**config.mk**
```make
export PLATFORM = sky130hd
export DESIGN_NAME = pnd_top
export DESIGN_NICKNAME = d
export VERILOG_FILES = /design/src/logic/pnd_pkg.sv /design/src/logic/pnd_trig_if.sv /design/src/logic/pnd_out_latch.sv /design/src/logic/pnd_top.sv /design/src/logic/pnd_trig_decode.sv
export VERILOG_INCLUDE_DIRS = /design/src /design/src/logic
export SDC_FILE = /design/constraint.sdc
export NUM_CORES = 1
export LEC_CHECK = 0
export BUFFER_PORTS_ARGS = -buffer_cell sky130_fd_sc_hd__buf_2
export CORE_UTILIZATION = 52
export DETAILED_ROUTE_END_ITERATION = 8
export GPL_TIMING_DRIVEN = 1
export PLACE_DENSITY = 0.83
export SYNTH_ARGS = -nofsm -noshare
export SYNTH_HDL_FRONTEND = slang
export SYNTH_SLANG_ARGS = --single-unit
```
**constraint.sdc**
```tcl
create_clock -name REF_CLK_IN -period 1.4 [get_ports REF_CLK_IN]
set_input_delay 0 -clock REF_CLK_IN [delete_from_list [all_inputs] [get_ports REF_CLK_IN]]
set_output_delay 0 -clock REF_CLK_IN [all_outputs]
set_load 0.1 [all_outputs]
```
**src/logic/pnd_defines.svh**
```systemverilog
// Addresses, reset values and fixed read patterns of the next-data buffer.
// Assumes a 20-bit byte address on the plain register port.
`ifndef PND_DEFINES_SVH
`define PND_DEFINES_SVH
`define PND_ADDR_W 20
`define PND_A_TSEL 20'hfffa1
`define PND_A_NENB 20'hfffa2
`define PND_A_NENA 20'hfffa3
`define PND_A_NPB_UP 20'hfffa4
`define PND_A_NPA_UP 20'hfffa5
`define PND_A_NPB_LO 20'hfffa6
`define PND_A_NPA_LO 20'hfffa7
`define PND_A_POA 20'hfffd9
`define PND_A_POB 20'hfffda
`define PND_RST_NP 8'h00
`define PND_RST_NEN 8'h00
`define PND_RST_TSEL 8'hff
`define PND_RST_PO 8'h00
`define PND_RSVD 8'hff
`define PND_RSVD_NIB 4'hf
`define PND_UNMAPPED 8'h00
`endif

```
**src/logic/pnd_pkg.sv**
```systemverilog
// Types and the trigger decode shared by the next-data buffer modules.
// Assumes nothing beyond a SystemVerilog compiler.
`default_nettype none
package pnd_pkg;
	typedef enum logic [1:0] {
		PND_CH0 = 2'b00,
		PND_CH1 = 2'b01,
		PND_CH2 = 2'b10
	} pnd_chan_t;
	typedef logic [3:0] pnd_grp_t;
	// Codes 10 and 11 both name timer channel 2.
	function automatic pnd_chan_t pnd_chan(input logic [1:0] sel);
		pnd_chan_t c;
		c = sel[1] ? PND_CH2 : (sel[0] ? PND_CH1 : PND_CH0);
		return c;
	endfunction
endpackage
`default_nettype wire

```
**src/logic/pnd_trig_if.sv**
```systemverilog
// Per-group copy strobes and shared-trigger flags between decoder and latch.
// Assumes one clock domain; all signals are combinational levels.
`timescale 1ns/1ns
`default_nettype none
interface pnd_trig_if;
	logic [3:0] fire;
	logic same01;
	logic same23;
	modport src (output fire, output same01, output same23);
	modport dst (input fire, input same01, input same23);
endinterface
`default_nettype wire
```
**src/logic/pnd_out_latch.sv**
```systemverilog
// Port A and port B output latches loaded by triggers or by software.
// Assumes write strobes already decoded to a single latch address.
`timescale 1ns/1ns
`default_nettype none
`include "pnd_defines.svh"
module pnd_out_latch
	import pnd_pkg::*;
(
	input wire logic clk_in,
	input wire logic rst_n_in,
	input wire logic hw_stby_in,
	input wire logic wr_a_in,
	input wire logic wr_b_in,
	input wire logic [7:0] wdata_in,
	input wire logic [7:0] ena_in,
	input wire logic [7:0] enb_in,
	input wire logic [7:0] npa_in,
	input wire logic [7:0] npb_in,
	pnd_trig_if.dst trig,
	output logic [7:0] pa_out,
	output logic [7:0] pb_out
);
	logic [7:0] pa_ff;
	logic [7:0] pb_ff;

	// Enabled bits are read-only, so a trigger copy and a software write
	// never contend for the same bit.
	function automatic logic [7:0] nxt_latch(input logic [7:0] cur,
		input logic [1:0] fire, input logic [7:0] en, input logic [7:0] nd,
		input logic wr, input logic [7:0] wd);
		logic [7:0] cp;
		logic [7:0] wm;
		cp = {{4{fire[1]}}, {4{fire[0]}}} & en;
		wm = {8{wr}} & ~en;
		return (cp & nd) | (wm & wd) | (~cp & ~wm & cur);
	endfunction

	always_ff @(posedge clk_in or negedge rst_n_in) begin
		if (!rst_n_in) begin
			pa_ff <= `PND_RST_PO;
		end else if (hw_stby_in) begin
			pa_ff <= `PND_RST_PO;
		end else begin
			pa_ff <= nxt_latch(pa_ff, trig.fire[1:0], ena_in, npa_in,
				wr_a_in, wdata_in);
		end
	end

	always_ff @(posedge clk_in or negedge rst_n_in) begin
		if (!rst_n_in) begin
			pb_ff <= `PND_RST_PO;
		end else if (hw_stby_in) begin
			pb_ff <= `PND_RST_PO;
		end else begin
			pb_ff <= nxt_latch(pb_ff, trig.fire[3:2], enb_in, npb_in,
				wr_b_in, wdata_in);
		end
	end

	assign pa_out = pa_ff;
	assign pb_out = pb_ff;
endmodule
`default_nettype wire

```
**src/logic/pnd_top.sv**
```systemverilog
// Next-data buffer of the timed pattern output unit: registers and trigger.
// Assumes a single-cycle register port and synchronous compare pulses.
//
// The strobed register port was decided locally.
`timescale 1ns/1ns
`default_nettype none
`include "pnd_defines.svh"
// Function
// Port B latch holds the driven pattern for groups 2 and 3.
// Port B latch bits with enable set ignore software writes.
// Group trigger copies its next_pattern_a bits into the port A latch.
// Group trigger copies its next_pattern_b bits into the port B latch.
// next_pattern_a clears on reset and hardware standby, kept otherwise.
// next_pattern_b clears on reset and hardware standby, kept otherwise.
// Groups 0 and 1 trigger sharing chooses next_pattern_a placement.
// Shared trigger: next_pattern_a whole byte at first address.
// Shared trigger: group 0/1 companion byte reads ones, ignores writes.
// Split trigger: group 1 high nibble first byte, group 0 low second.
// Split trigger: unused nibbles of both A bytes read ones, fixed.
// Shared trigger: next_pattern_b whole byte at first address.
// Shared trigger: group 2/3 companion byte reads ones, ignores writes.
// Split trigger: group 3 high nibble one byte, group 2 low other.
// Split trigger: unused nibbles of both B bytes read ones, fixed.
// Bits with enable clear are not copied; output keeps its value.
// Trigger select 00 channel 0, 01 channel 1, 1x channel 2.
// Trigger select resets to all ones, set back to all ones by hardware standby.
// Copy happens on the compare pulse edge, sharing groups together.
module pnd_top
	import pnd_pkg::*;
#(
	parameter int AW = `PND_ADDR_W
) (
	input wire logic REF_CLK_IN,
	input wire logic ARST_N_IN,
	input wire logic HW_STBY_IN,
	input wire logic [2:0] CMP_MATCH_IN,
	input wire logic [AW-1:0] ADDR_IN,
	input wire logic [7:0] WDATA_IN,
	input wire logic WR_IN,
	input wire logic RD_IN,
	output logic [7:0] RDATA_OUT,
	output logic [15:0] TP_OUT
);
	generate
		if (AW != `PND_ADDR_W) begin : g_bad_aw
			$error("pnd_top: AW must be 20");
		end
	endgenerate

	logic [7:0] tsel_ff;
	logic [7:0] nen_a_ff;
	logic [7:0] nen_b_ff;
	logic [7:0] npa_ff;
	logic [7:0] npb_ff;
	logic [7:0] rdata_ff;
	logic [7:0] nxt_npa_ff;
	logic [7:0] nxt_npb_ff;
	logic [7:0] nxt_rdata_ff;
	logic [7:0] pa;
	logic [7:0] pb;

	pnd_trig_if trig ();

	pnd_trig_decode u_dec (
		.tsel_in(tsel_ff),
		.cmp_in(CMP_MATCH_IN),
		.trig(trig.src)
	);

	pnd_out_latch u_lat (
		.clk_in(REF_CLK_IN),
		.rst_n_in(ARST_N_IN),
		.hw_stby_in(HW_STBY_IN),
		.wr_a_in(WR_IN && ADDR_IN == `PND_A_POA),
		.wr_b_in(WR_IN && ADDR_IN == `PND_A_POB),
		.wdata_in(WDATA_IN),
		.ena_in(nen_a_ff),
		.enb_in(nen_b_ff),
		.npa_in(npa_ff),
		.npb_in(npb_ff),
		.trig(trig.dst),
		.pa_out(pa),
		.pb_out(pb)
	);

	always_ff @(posedge REF_CLK_IN or negedge ARST_N_IN) begin
		if (!ARST_N_IN) begin
			tsel_ff <= `PND_RST_TSEL;
		end else if (HW_STBY_IN) begin
			tsel_ff <= `PND_RST_TSEL;
		end else if (WR_IN && ADDR_IN == `PND_A_TSEL) begin
			tsel_ff <= WDATA_IN;
		end
	end

	always_ff @(posedge REF_CLK_IN or negedge ARST_N_IN) begin
		if (!ARST_N_IN) begin
			nen_a_ff <= `PND_RST_NEN;
			nen_b_ff <= `PND_RST_NEN;
		end else if (HW_STBY_IN) begin
			nen_a_ff <= `PND_RST_NEN;
			nen_b_ff <= `PND_RST_NEN;
		end else if (WR_IN) begin
			if (ADDR_IN == `PND_A_NENA) begin
				nen_a_ff <= WDATA_IN;
			end
			if (ADDR_IN == `PND_A_NENB) begin
				nen_b_ff <= WDATA_IN;
			end
		end
	end

	// Split-trigger placement keeps each group in its own byte so software
	// can refill one group without disturbing the other.
	always_comb begin
		nxt_npa_ff = npa_ff;
		nxt_npb_ff = npb_ff;
		if (WR_IN) begin
			unique case (ADDR_IN)
				`PND_A_NPA_UP: begin
					if (trig.same01) begin
						nxt_npa_ff = WDATA_IN;
					end else begin
						nxt_npa_ff[7:4] = WDATA_IN[7:4];
					end
				end
				`PND_A_NPA_LO: begin
					if (!trig.same01) begin
						nxt_npa_ff[3:0] = WDATA_IN[3:0];
					end
				end
				`PND_A_NPB_UP: begin
					if (trig.same23) begin
						nxt_npb_ff = WDATA_IN;
					end else begin
						nxt_npb_ff[7:4] = WDATA_IN[7:4];
					end
				end
				`PND_A_NPB_LO: begin
					if (!trig.same23) begin
						nxt_npb_ff[3:0] = WDATA_IN[3:0];
					end
				end
				default: begin
				end
			endcase
		end
	end

	always_ff @(posedge REF_CLK_IN or negedge ARST_N_IN) begin
		if (!ARST_N_IN) begin
			npa_ff <= `PND_RST_NP;
			npb_ff <= `PND_RST_NP;
		end else if (HW_STBY_IN) begin
			npa_ff <= `PND_RST_NP;
			npb_ff <= `PND_RST_NP;
		end else begin
			npa_ff <= nxt_npa_ff;
			npb_ff <= nxt_npb_ff;
		end
	end

	always_comb begin
		nxt_rdata_ff = `PND_UNMAPPED;
		if (RD_IN) begin
			unique case (ADDR_IN)
				`PND_A_TSEL: nxt_rdata_ff = tsel_ff;
				`PND_A_NENA: nxt_rdata_ff = nen_a_ff;
				`PND_A_NENB: nxt_rdata_ff = nen_b_ff;
				`PND_A_POA: nxt_rdata_ff = pa;
				`PND_A_POB: nxt_rdata_ff = pb;
				`PND_A_NPA_UP: begin
					nxt_rdata_ff = trig.same01 ? npa_ff :
						{npa_ff[7:4], `PND_RSVD_NIB};
				end
				`PND_A_NPA_LO: begin
					nxt_rdata_ff = trig.same01 ? `PND_RSVD :
						{`PND_RSVD_NIB, npa_ff[3:0]};
				end
				`PND_A_NPB_UP: begin
					nxt_rdata_ff = trig.same23 ? npb_ff :
						{npb_ff[7:4], `PND_RSVD_NIB};
				end
				`PND_A_NPB_LO: begin
					nxt_rdata_ff = trig.same23 ? `PND_RSVD :
						{`PND_RSVD_NIB, npb_ff[3:0]};
				end
				default: nxt_rdata_ff = `PND_UNMAPPED;
			endcase
		end
	end

	always_ff @(posedge REF_CLK_IN or negedge ARST_N_IN) begin
		if (!ARST_N_IN) begin
			rdata_ff <= `PND_UNMAPPED;
		end else begin
			rdata_ff <= nxt_rdata_ff;
		end
	end

	assign RDATA_OUT = rdata_ff;
	assign TP_OUT = {pb, pa};
endmodule
`default_nettype wire

```
**src/logic/pnd_trig_decode.sv**
```systemverilog
// Maps the three compare-match pulses onto the four output groups.
// Assumes compare-match inputs are one-cycle pulses synchronous to the clock.
`timescale 1ns/1ns
`default_nettype none
module pnd_trig_decode
	import pnd_pkg::*;
(
	input wire logic [7:0] tsel_in,
	input wire logic [2:0] cmp_in,
	pnd_trig_if.src trig
);
	always_comb begin
		for (int g = 0; g < 4; g++) begin
			trig.fire[g] = cmp_in[pnd_chan(tsel_in[2*g +: 2])];
		end
		trig.same01 = pnd_chan(tsel_in[1:0]) == pnd_chan(tsel_in[3:2]);
		trig.same23 = pnd_chan(tsel_in[5:4]) == pnd_chan(tsel_in[7:6]);
	end
endmodule
`default_nettype wire

```
======== After elaboration in Yosys (flattened, before gate mapping) ========
Cells that the tools add are included.
W data, S select, Z words.
operators by class
  order comparisons ....................... 4
  equal/unequal tests ..................... 15
  multiplexer cells ....................... 44
  bitwise operators ....................... 22
  reduce and logical (&&, ||, !) cells .... 17
operators with widths
  kind                    number
  $eq A20 B20 Y1 const B  9
  $mux W8                 15
  $and A8 B8 Y8           12
  $pmux W8 S9             1
  $not A8 Y8              6
  $mux W4                 10
  $or A8 B8 Y8            4
  $pmux W4 S2             2
  $lt A2 B3 Y1 const B    4
  $ne A3 B3 Y1 const B    4
  $reduce_bool A2 Y1      6
  $bmux W1 S2             4
  $mux W1                 8
  $mux W2                 4
  $reduce_and A2 Y1       4
  $reduce_and A4 Y1       2
  $reduce_bool A3 Y1      2
  $eq A2 B2 Y1            2
  $logic_and A1 B1 Y1     3
word-level totals
  bits in registers ....................... 64
  output and inout bits ................... 24

======== Logic depth before layout (Yosys ltp) ========
  word-level depth ........................ 10
  gate-level depth with buffers ........... 7

======== Modules after synthesis ========
Synthesis repeated with hierarchy kept, for this count alone.
unflattened totals
  cells, all modules ...................... 422
  area total of the unflattened synthesis .. 4,111.4 µm²
modules (own cells, without submodules)
  module           instances  cells each  area each (µm²)
  pnd_top          1          297         2,820.2
  pnd_out_latch    1          105         1,168.6
  pnd_trig_decode  1          20          122.6

======== Least setup slack after synthesis ========
No wires, ideal clock.
  path kind ............................... reg-to-reg
  from .................................... reg u_lat.pa_ff[0], in the netlist u_lat.pa_out[0]
  to ...................................... reg rdata_ff[0], in the netlist RDATA_OUT[0]
  setup time .............................. 82 ps
  arrival time ............................ 1,546 ps
  data required time ...................... 1,318 ps
  path slack .............................. -228 ps
  stages on the path, launching flop included .. 5
  buffers on the path ..................... 0
  period minus slack after synthesis ...... 1,628 ps
  cells stage by stage .................... dfrtp_1 -> a22oi_1 -> o22ai_1 -> o21ai_0 -> a31oi_1
on the way
  word-level cells in the longest chain between the ends .. 2
ends and longest elaborated chain
  item                       line                 text
  start, declared            pnd_out_latch.sv:23  logic [7:0] pa_ff;
  start signal, assigned     pnd_out_latch.sv:40  pa_ff <= `PND_RST_PO;
  start signal, assigned     pnd_out_latch.sv:42  pa_ff <= `PND_RST_PO;
  start signal, assigned     pnd_out_latch.sv:44  pa_ff <= nxt_latch(pa_ff, trig.fire[1:0], ena_in, npa_in,
  $pmux W8 S9                pnd_top.sv:166       unique case (ADDR_IN)
  $mux W8                    pnd_top.sv:165       if (RD_IN) begin
  named net nxt_rdata_ff[0]  pnd_top.sv:58        logic [7:0] nxt_rdata_ff;
  end signal, assigned       pnd_top.sv:195       rdata_ff <= `PND_UNMAPPED;
  end signal, assigned       pnd_top.sv:197       rdata_ff <= nxt_rdata_ff;
  end, declared              pnd_top.sv:55        logic [7:0] rdata_ff;
The timed path passes the listed nets, and every way through them passes these cells.
A chain may end at the register's enable or synchronous reset.

======== Worst setup path in the final report ========
  from .................................... reg tsel_ff[0]
  to ...................................... reg rdata_ff[0], in the netlist RDATA_OUT[0]
on the way
  word-level cells in the longest chain between the ends .. 6
ends and longest elaborated chain
  item                               line                            text
  start, declared                    pnd_top.sv:50                   logic [7:0] tsel_ff;
  start signal, assigned             pnd_top.sv:88                   tsel_ff <= `PND_RST_TSEL;
  start signal, assigned             pnd_top.sv:90                   tsel_ff <= `PND_RST_TSEL;
  $mux W1                            pnd_pkg.sv:14                   c = sel[1] ? PND_CH2 : (sel[0] ? PND_CH1 : PND_CH0);
  $mux W2                            pnd_pkg.sv:14
  $eq A2 B2 Y1                       pnd_trig_decode.sv:16           trig.same01 = pnd_chan(tsel_in[1:0]) == pnd_chan(tsel_in[3:2]);
  $mux W4, on equally long branches  pnd_top.sv:177, pnd_top.sv:173
  $pmux W8 S9 *                      pnd_top.sv:166
  $mux W8 *                          pnd_top.sv:165
  named net nxt_rdata_ff[0]          pnd_top.sv:58
Mark *: on every way through the listed nets, which the timed path passes. The rest lies on a longest branch.

==> results.md <==
* WHS at 0.0774 ns
* Syn Inst Count at 409
* Critical Path AT at 1.90 ns
* Slew Limit Fails at 0
* Core Rows at 30
* Simple logic cell fraction of the synthesized area at 0.213
* Core Region at 6940 µm²
* Post-synthesis adder-cell area fraction at 0
* Slew @ Worst Pin at 0.491 ns
* Nets at 574
* RSZ-0062 raised after global routing: true
* Fillcell total at 439
* Starting DRC count in detailed routing at 515
* Pre-CTS setup slack at -0.292 ns
* CP startpoint kind: register
* Worst-Skew Late Latency at 0.35 ns
* First-pass GRT wire length at 20.6 mm
* Syn_area_per_cell at 9.32 µm²
* CTS tree: done
* WS Path Type: reg2reg
* Worst path cell trace: xnor2_2 -> a211oi_2 -> nor3_1 -> nand3b_1 -> a31oi_1
* Failing checks: setup timing
* Crit path buffers/inverters at 0
* GR Overflow Total at 0
* Chip Height at 87.6 µm
* Highest-delay cell along the critical path: dfstp_2
* Leakage at 2.25 nW
* Non-filler cells, final at 639
* CP max stage delay at 0.58 ns
* Vias in the first global route at 4022
* Post-DP HPWL at 9.26 mm
* Number of flops mapped to enable cells by yosys at 0
* Total negative slack at -4.18 ns
* Most Crowded Layer GR: met2
* M2 GR Usage at 0.560
* Clock transition at the registers of the reported paths at 0.07 ns
* Rel. slew slack at 0.675
* Clk sink count at 64
* M3 GR Usage at 0.0688
* Top fanout value on the critical path at 4
* Cell area after synthesis at 3810 µm²
* Endpoints failing hold at 0
* Largest net degree at the start of global routing at 65
* Pwr Total at 4.19 mW
* Worst min-delay path category: in2reg
* GR Util met1 at 0.496
* Post-route DRC at 0
* # H-tree levels at 3
* Final Util at 0.770
* Number of buffers created by CTS at 9
* Status: finished with violations
* Pwr per Cell Area at 784 nW/µm²
* Initial Utilization at 0.549
* Drt via density at 6.52
* Final worst path period share at 1.17
* Yosys cell types at 48
* Clk root buf: clkbuf_8
* Post-synthesis mux area share at 0.0975
* Die area at 7670 µm²
* Post-synthesis async set-or-reset flop share at 1.00
* # IOs at 60
* Max cap viols at 0
* Max VDD drop at 0.000475 V
* Router iterations before antenna repair at 7
* Seq/Total Area, Yosys at 0.423
* Area Growth Syn to Fin at 40.4%
* Die X at 87.6 µm
* Clock buffer depth at 2
* Antenna Nets Post-Route at 0
* Cell count after placement at 613
* Synth Area in XOR/XNOR at 0.0138
* Fin crit period at 1.64 ns
* Worst setup margin at -0.240 ns
* Share of cells above drive strength 1 at 0.414
* Yosys warns at 0
* Synth Flop Type: dfrtp_1
* WP data required at 1.66 ns
* Synth Register Bits at 64
* Routed len/inst at 20.8 µm
* Final setup fails at 28
* Net Count, Synth at 445
* Diode count at 0
* Placer Congestion at 0.927
* Port Buffers at 59
* Largest family of logic cells by synthesized area: compound AO/OA/AOI/OAI gates
* Initial antenna violation count at 0
* Crit end category: register
* Via Count at 4167
* Placed instance area at 4790 µm²
* All-layer global routing usage at 0.362
* Fmax achieved at 0.610 GHz
* Delay-heaviest family, CP: flip-flops
* Routed Wire Length at 13.3 mm
* Synth Area in Compound Gates at 0.226
* Final Instance Area at 5350 µm²
* Clock skew at 0.00952 ns
==> final timing paths <==
kind | from | end | slack [ns] | depth (start not counted)
worst max-delay path | tsel_ff[0]$_DFFE_PN1P_ | RDATA_OUT[0]$_DFF_PN0_ | -0.24 | 5
worst min-delay path | RD_IN | RDATA_OUT[5]$_DFF_PN0_ | 0.08 | 4
worst max register to register | tsel_ff[0]$_DFFE_PN1P_ | RDATA_OUT[0]$_DFF_PN0_ | -0.24 | 5
worst min register to register | nen_b_ff[7]$_DFFE_PN0P_ | u_lat.pb_out[7]$_DFF_PN0_ | 0.53 | 1
max in group asynchronous | ARST_N_IN | tsel_ff[2]$_DFFE_PN1P_ | 0.89 | 3
min in group asynchronous | ARST_N_IN | u_lat.pb_out[4]$_DFF_PN0_ | 0.20 | 3
==> what timing repair did <==
| action | CTS | global route |
|---|---|---|
| pin swaps | 19 | 12 |
| gates resized for setup | 22 | 22 |
| buffers inserted | 0 | 0 |
| endpoints found under the setup margin | 28 | 32 |
| hold endpoints to repair | 87 | 0 |
| hold buffers | 10 | 0 |
==> kinds of logic (layout without fill, tap and decap cells) <==
family,count (synthesis),count (layout)
and+or+nand+nor,147,147
xor gates and xnor gates,6,6
DFF,64,64
muxes,37,37
AOI/OAI and AO/OA,132,132
buffers and inverters,23,157
==> cell usage in the layout, fill, tap and decap left out, drive strengths merged, types with 2 or more instances in the layout <==
cell	netlist	routed
dfstp	8	8
o32ai	2	2
clkinvlp	0	2
dlygate4sd3	0	10
nor3	10	10
nor4	3	3
nand4	5	5
and3	2	2
dfrtp	56	56
a22oi	7	7
bufinv	0	2
nand3	24	24
or3	5	5
inv	3	3
a21oi	38	38
buf	8	128
a221oi	5	5
clkbuf	12	12
a31oi	6	6
o21ai	17	17
mux2i	36	36
and2	4	4
a211oi	37	37
nand3b	10	10
nand2	54	54
a21boi	16	16
nor2b	3	3
xnor2	6	6
nor2	21	21
==> flip-flops by register name (all words and copies together) (netlist names) <==
signal,cells
u_lat.pb_out,8
nen_b_ff,8
u_lat.pa_out,8
nen_a_ff,8
npa_ff,8
RDATA_OUT,8
npb_ff,8
tsel_ff,8
==> synth_stat cells, types with 4 or more instances <==
| master | count | area (µm²) |
|---|---|---|
| nand3_1 | 24 | 120 |
| nor2_1 | 21 | 78.8 |
| mux2i_1 | 36 | 360 |
| clkbuf_1 | 11 | 41.3 |
| a31oi_1 | 6 | 37.5 |
| a21boi_0 | 16 | 120 |
| a21oi_1 | 38 | 190 |
| dfstp_2 | 8 | 210 |
| nor3_2 | 4 | 40.0 |
| or3_1 | 4 | 25.0 |
| dfrtp_1 | 56 | 1400 |
| xnor2_1 | 6 | 52.6 |
| a22oi_1 | 7 | 52.6 |
| a221oi_1 | 5 | 43.8 |
| nand2_1 | 54 | 203 |
| nand4_1 | 5 | 31.3 |
| o21ai_0 | 13 | 65.1 |
| a211oi_1 | 37 | 278 |
| o21ai_1 | 4 | 20.0 |
| nand3b_1 | 10 | 75.1 |
==> cell type report <==
type                            count  area, µm²  share of cell area
Sequential cell                    64       1630               0.305
Clock buffer                       12        165              0.0309
Tap cell                           96        120              0.0225
Clock inverter                      4       75.1              0.0140
Inverter                            3       11.3             0.00211
Timing Repair Buffer              138        957               0.179
Multi-Input combinational cell    322       2390               0.447
==> power breakdown <==
group | switching (mW) | internal, mW
Clock | 0.738 | 1.15
Sequential | 0.00000180 | 1.85
Combinational | 0.267 | 0.192
==> worst reg2reg max path, stage by stage (launching register included) <==
cell      delay, ns
dfstp_2        0.58
xnor2_2        0.12
a211oi_2       0.28
nor3_1         0.09
nand3b_1       0.24
a31oi_1        0.25
==> per-layer routing <==
metal	part of all wire	routed length, µm
met1	0.41	5440
met2	0.46	6070
met3	0.10	1350
met4	0.034	451
met5	0	0
Power figures use the tool's default switching activity.
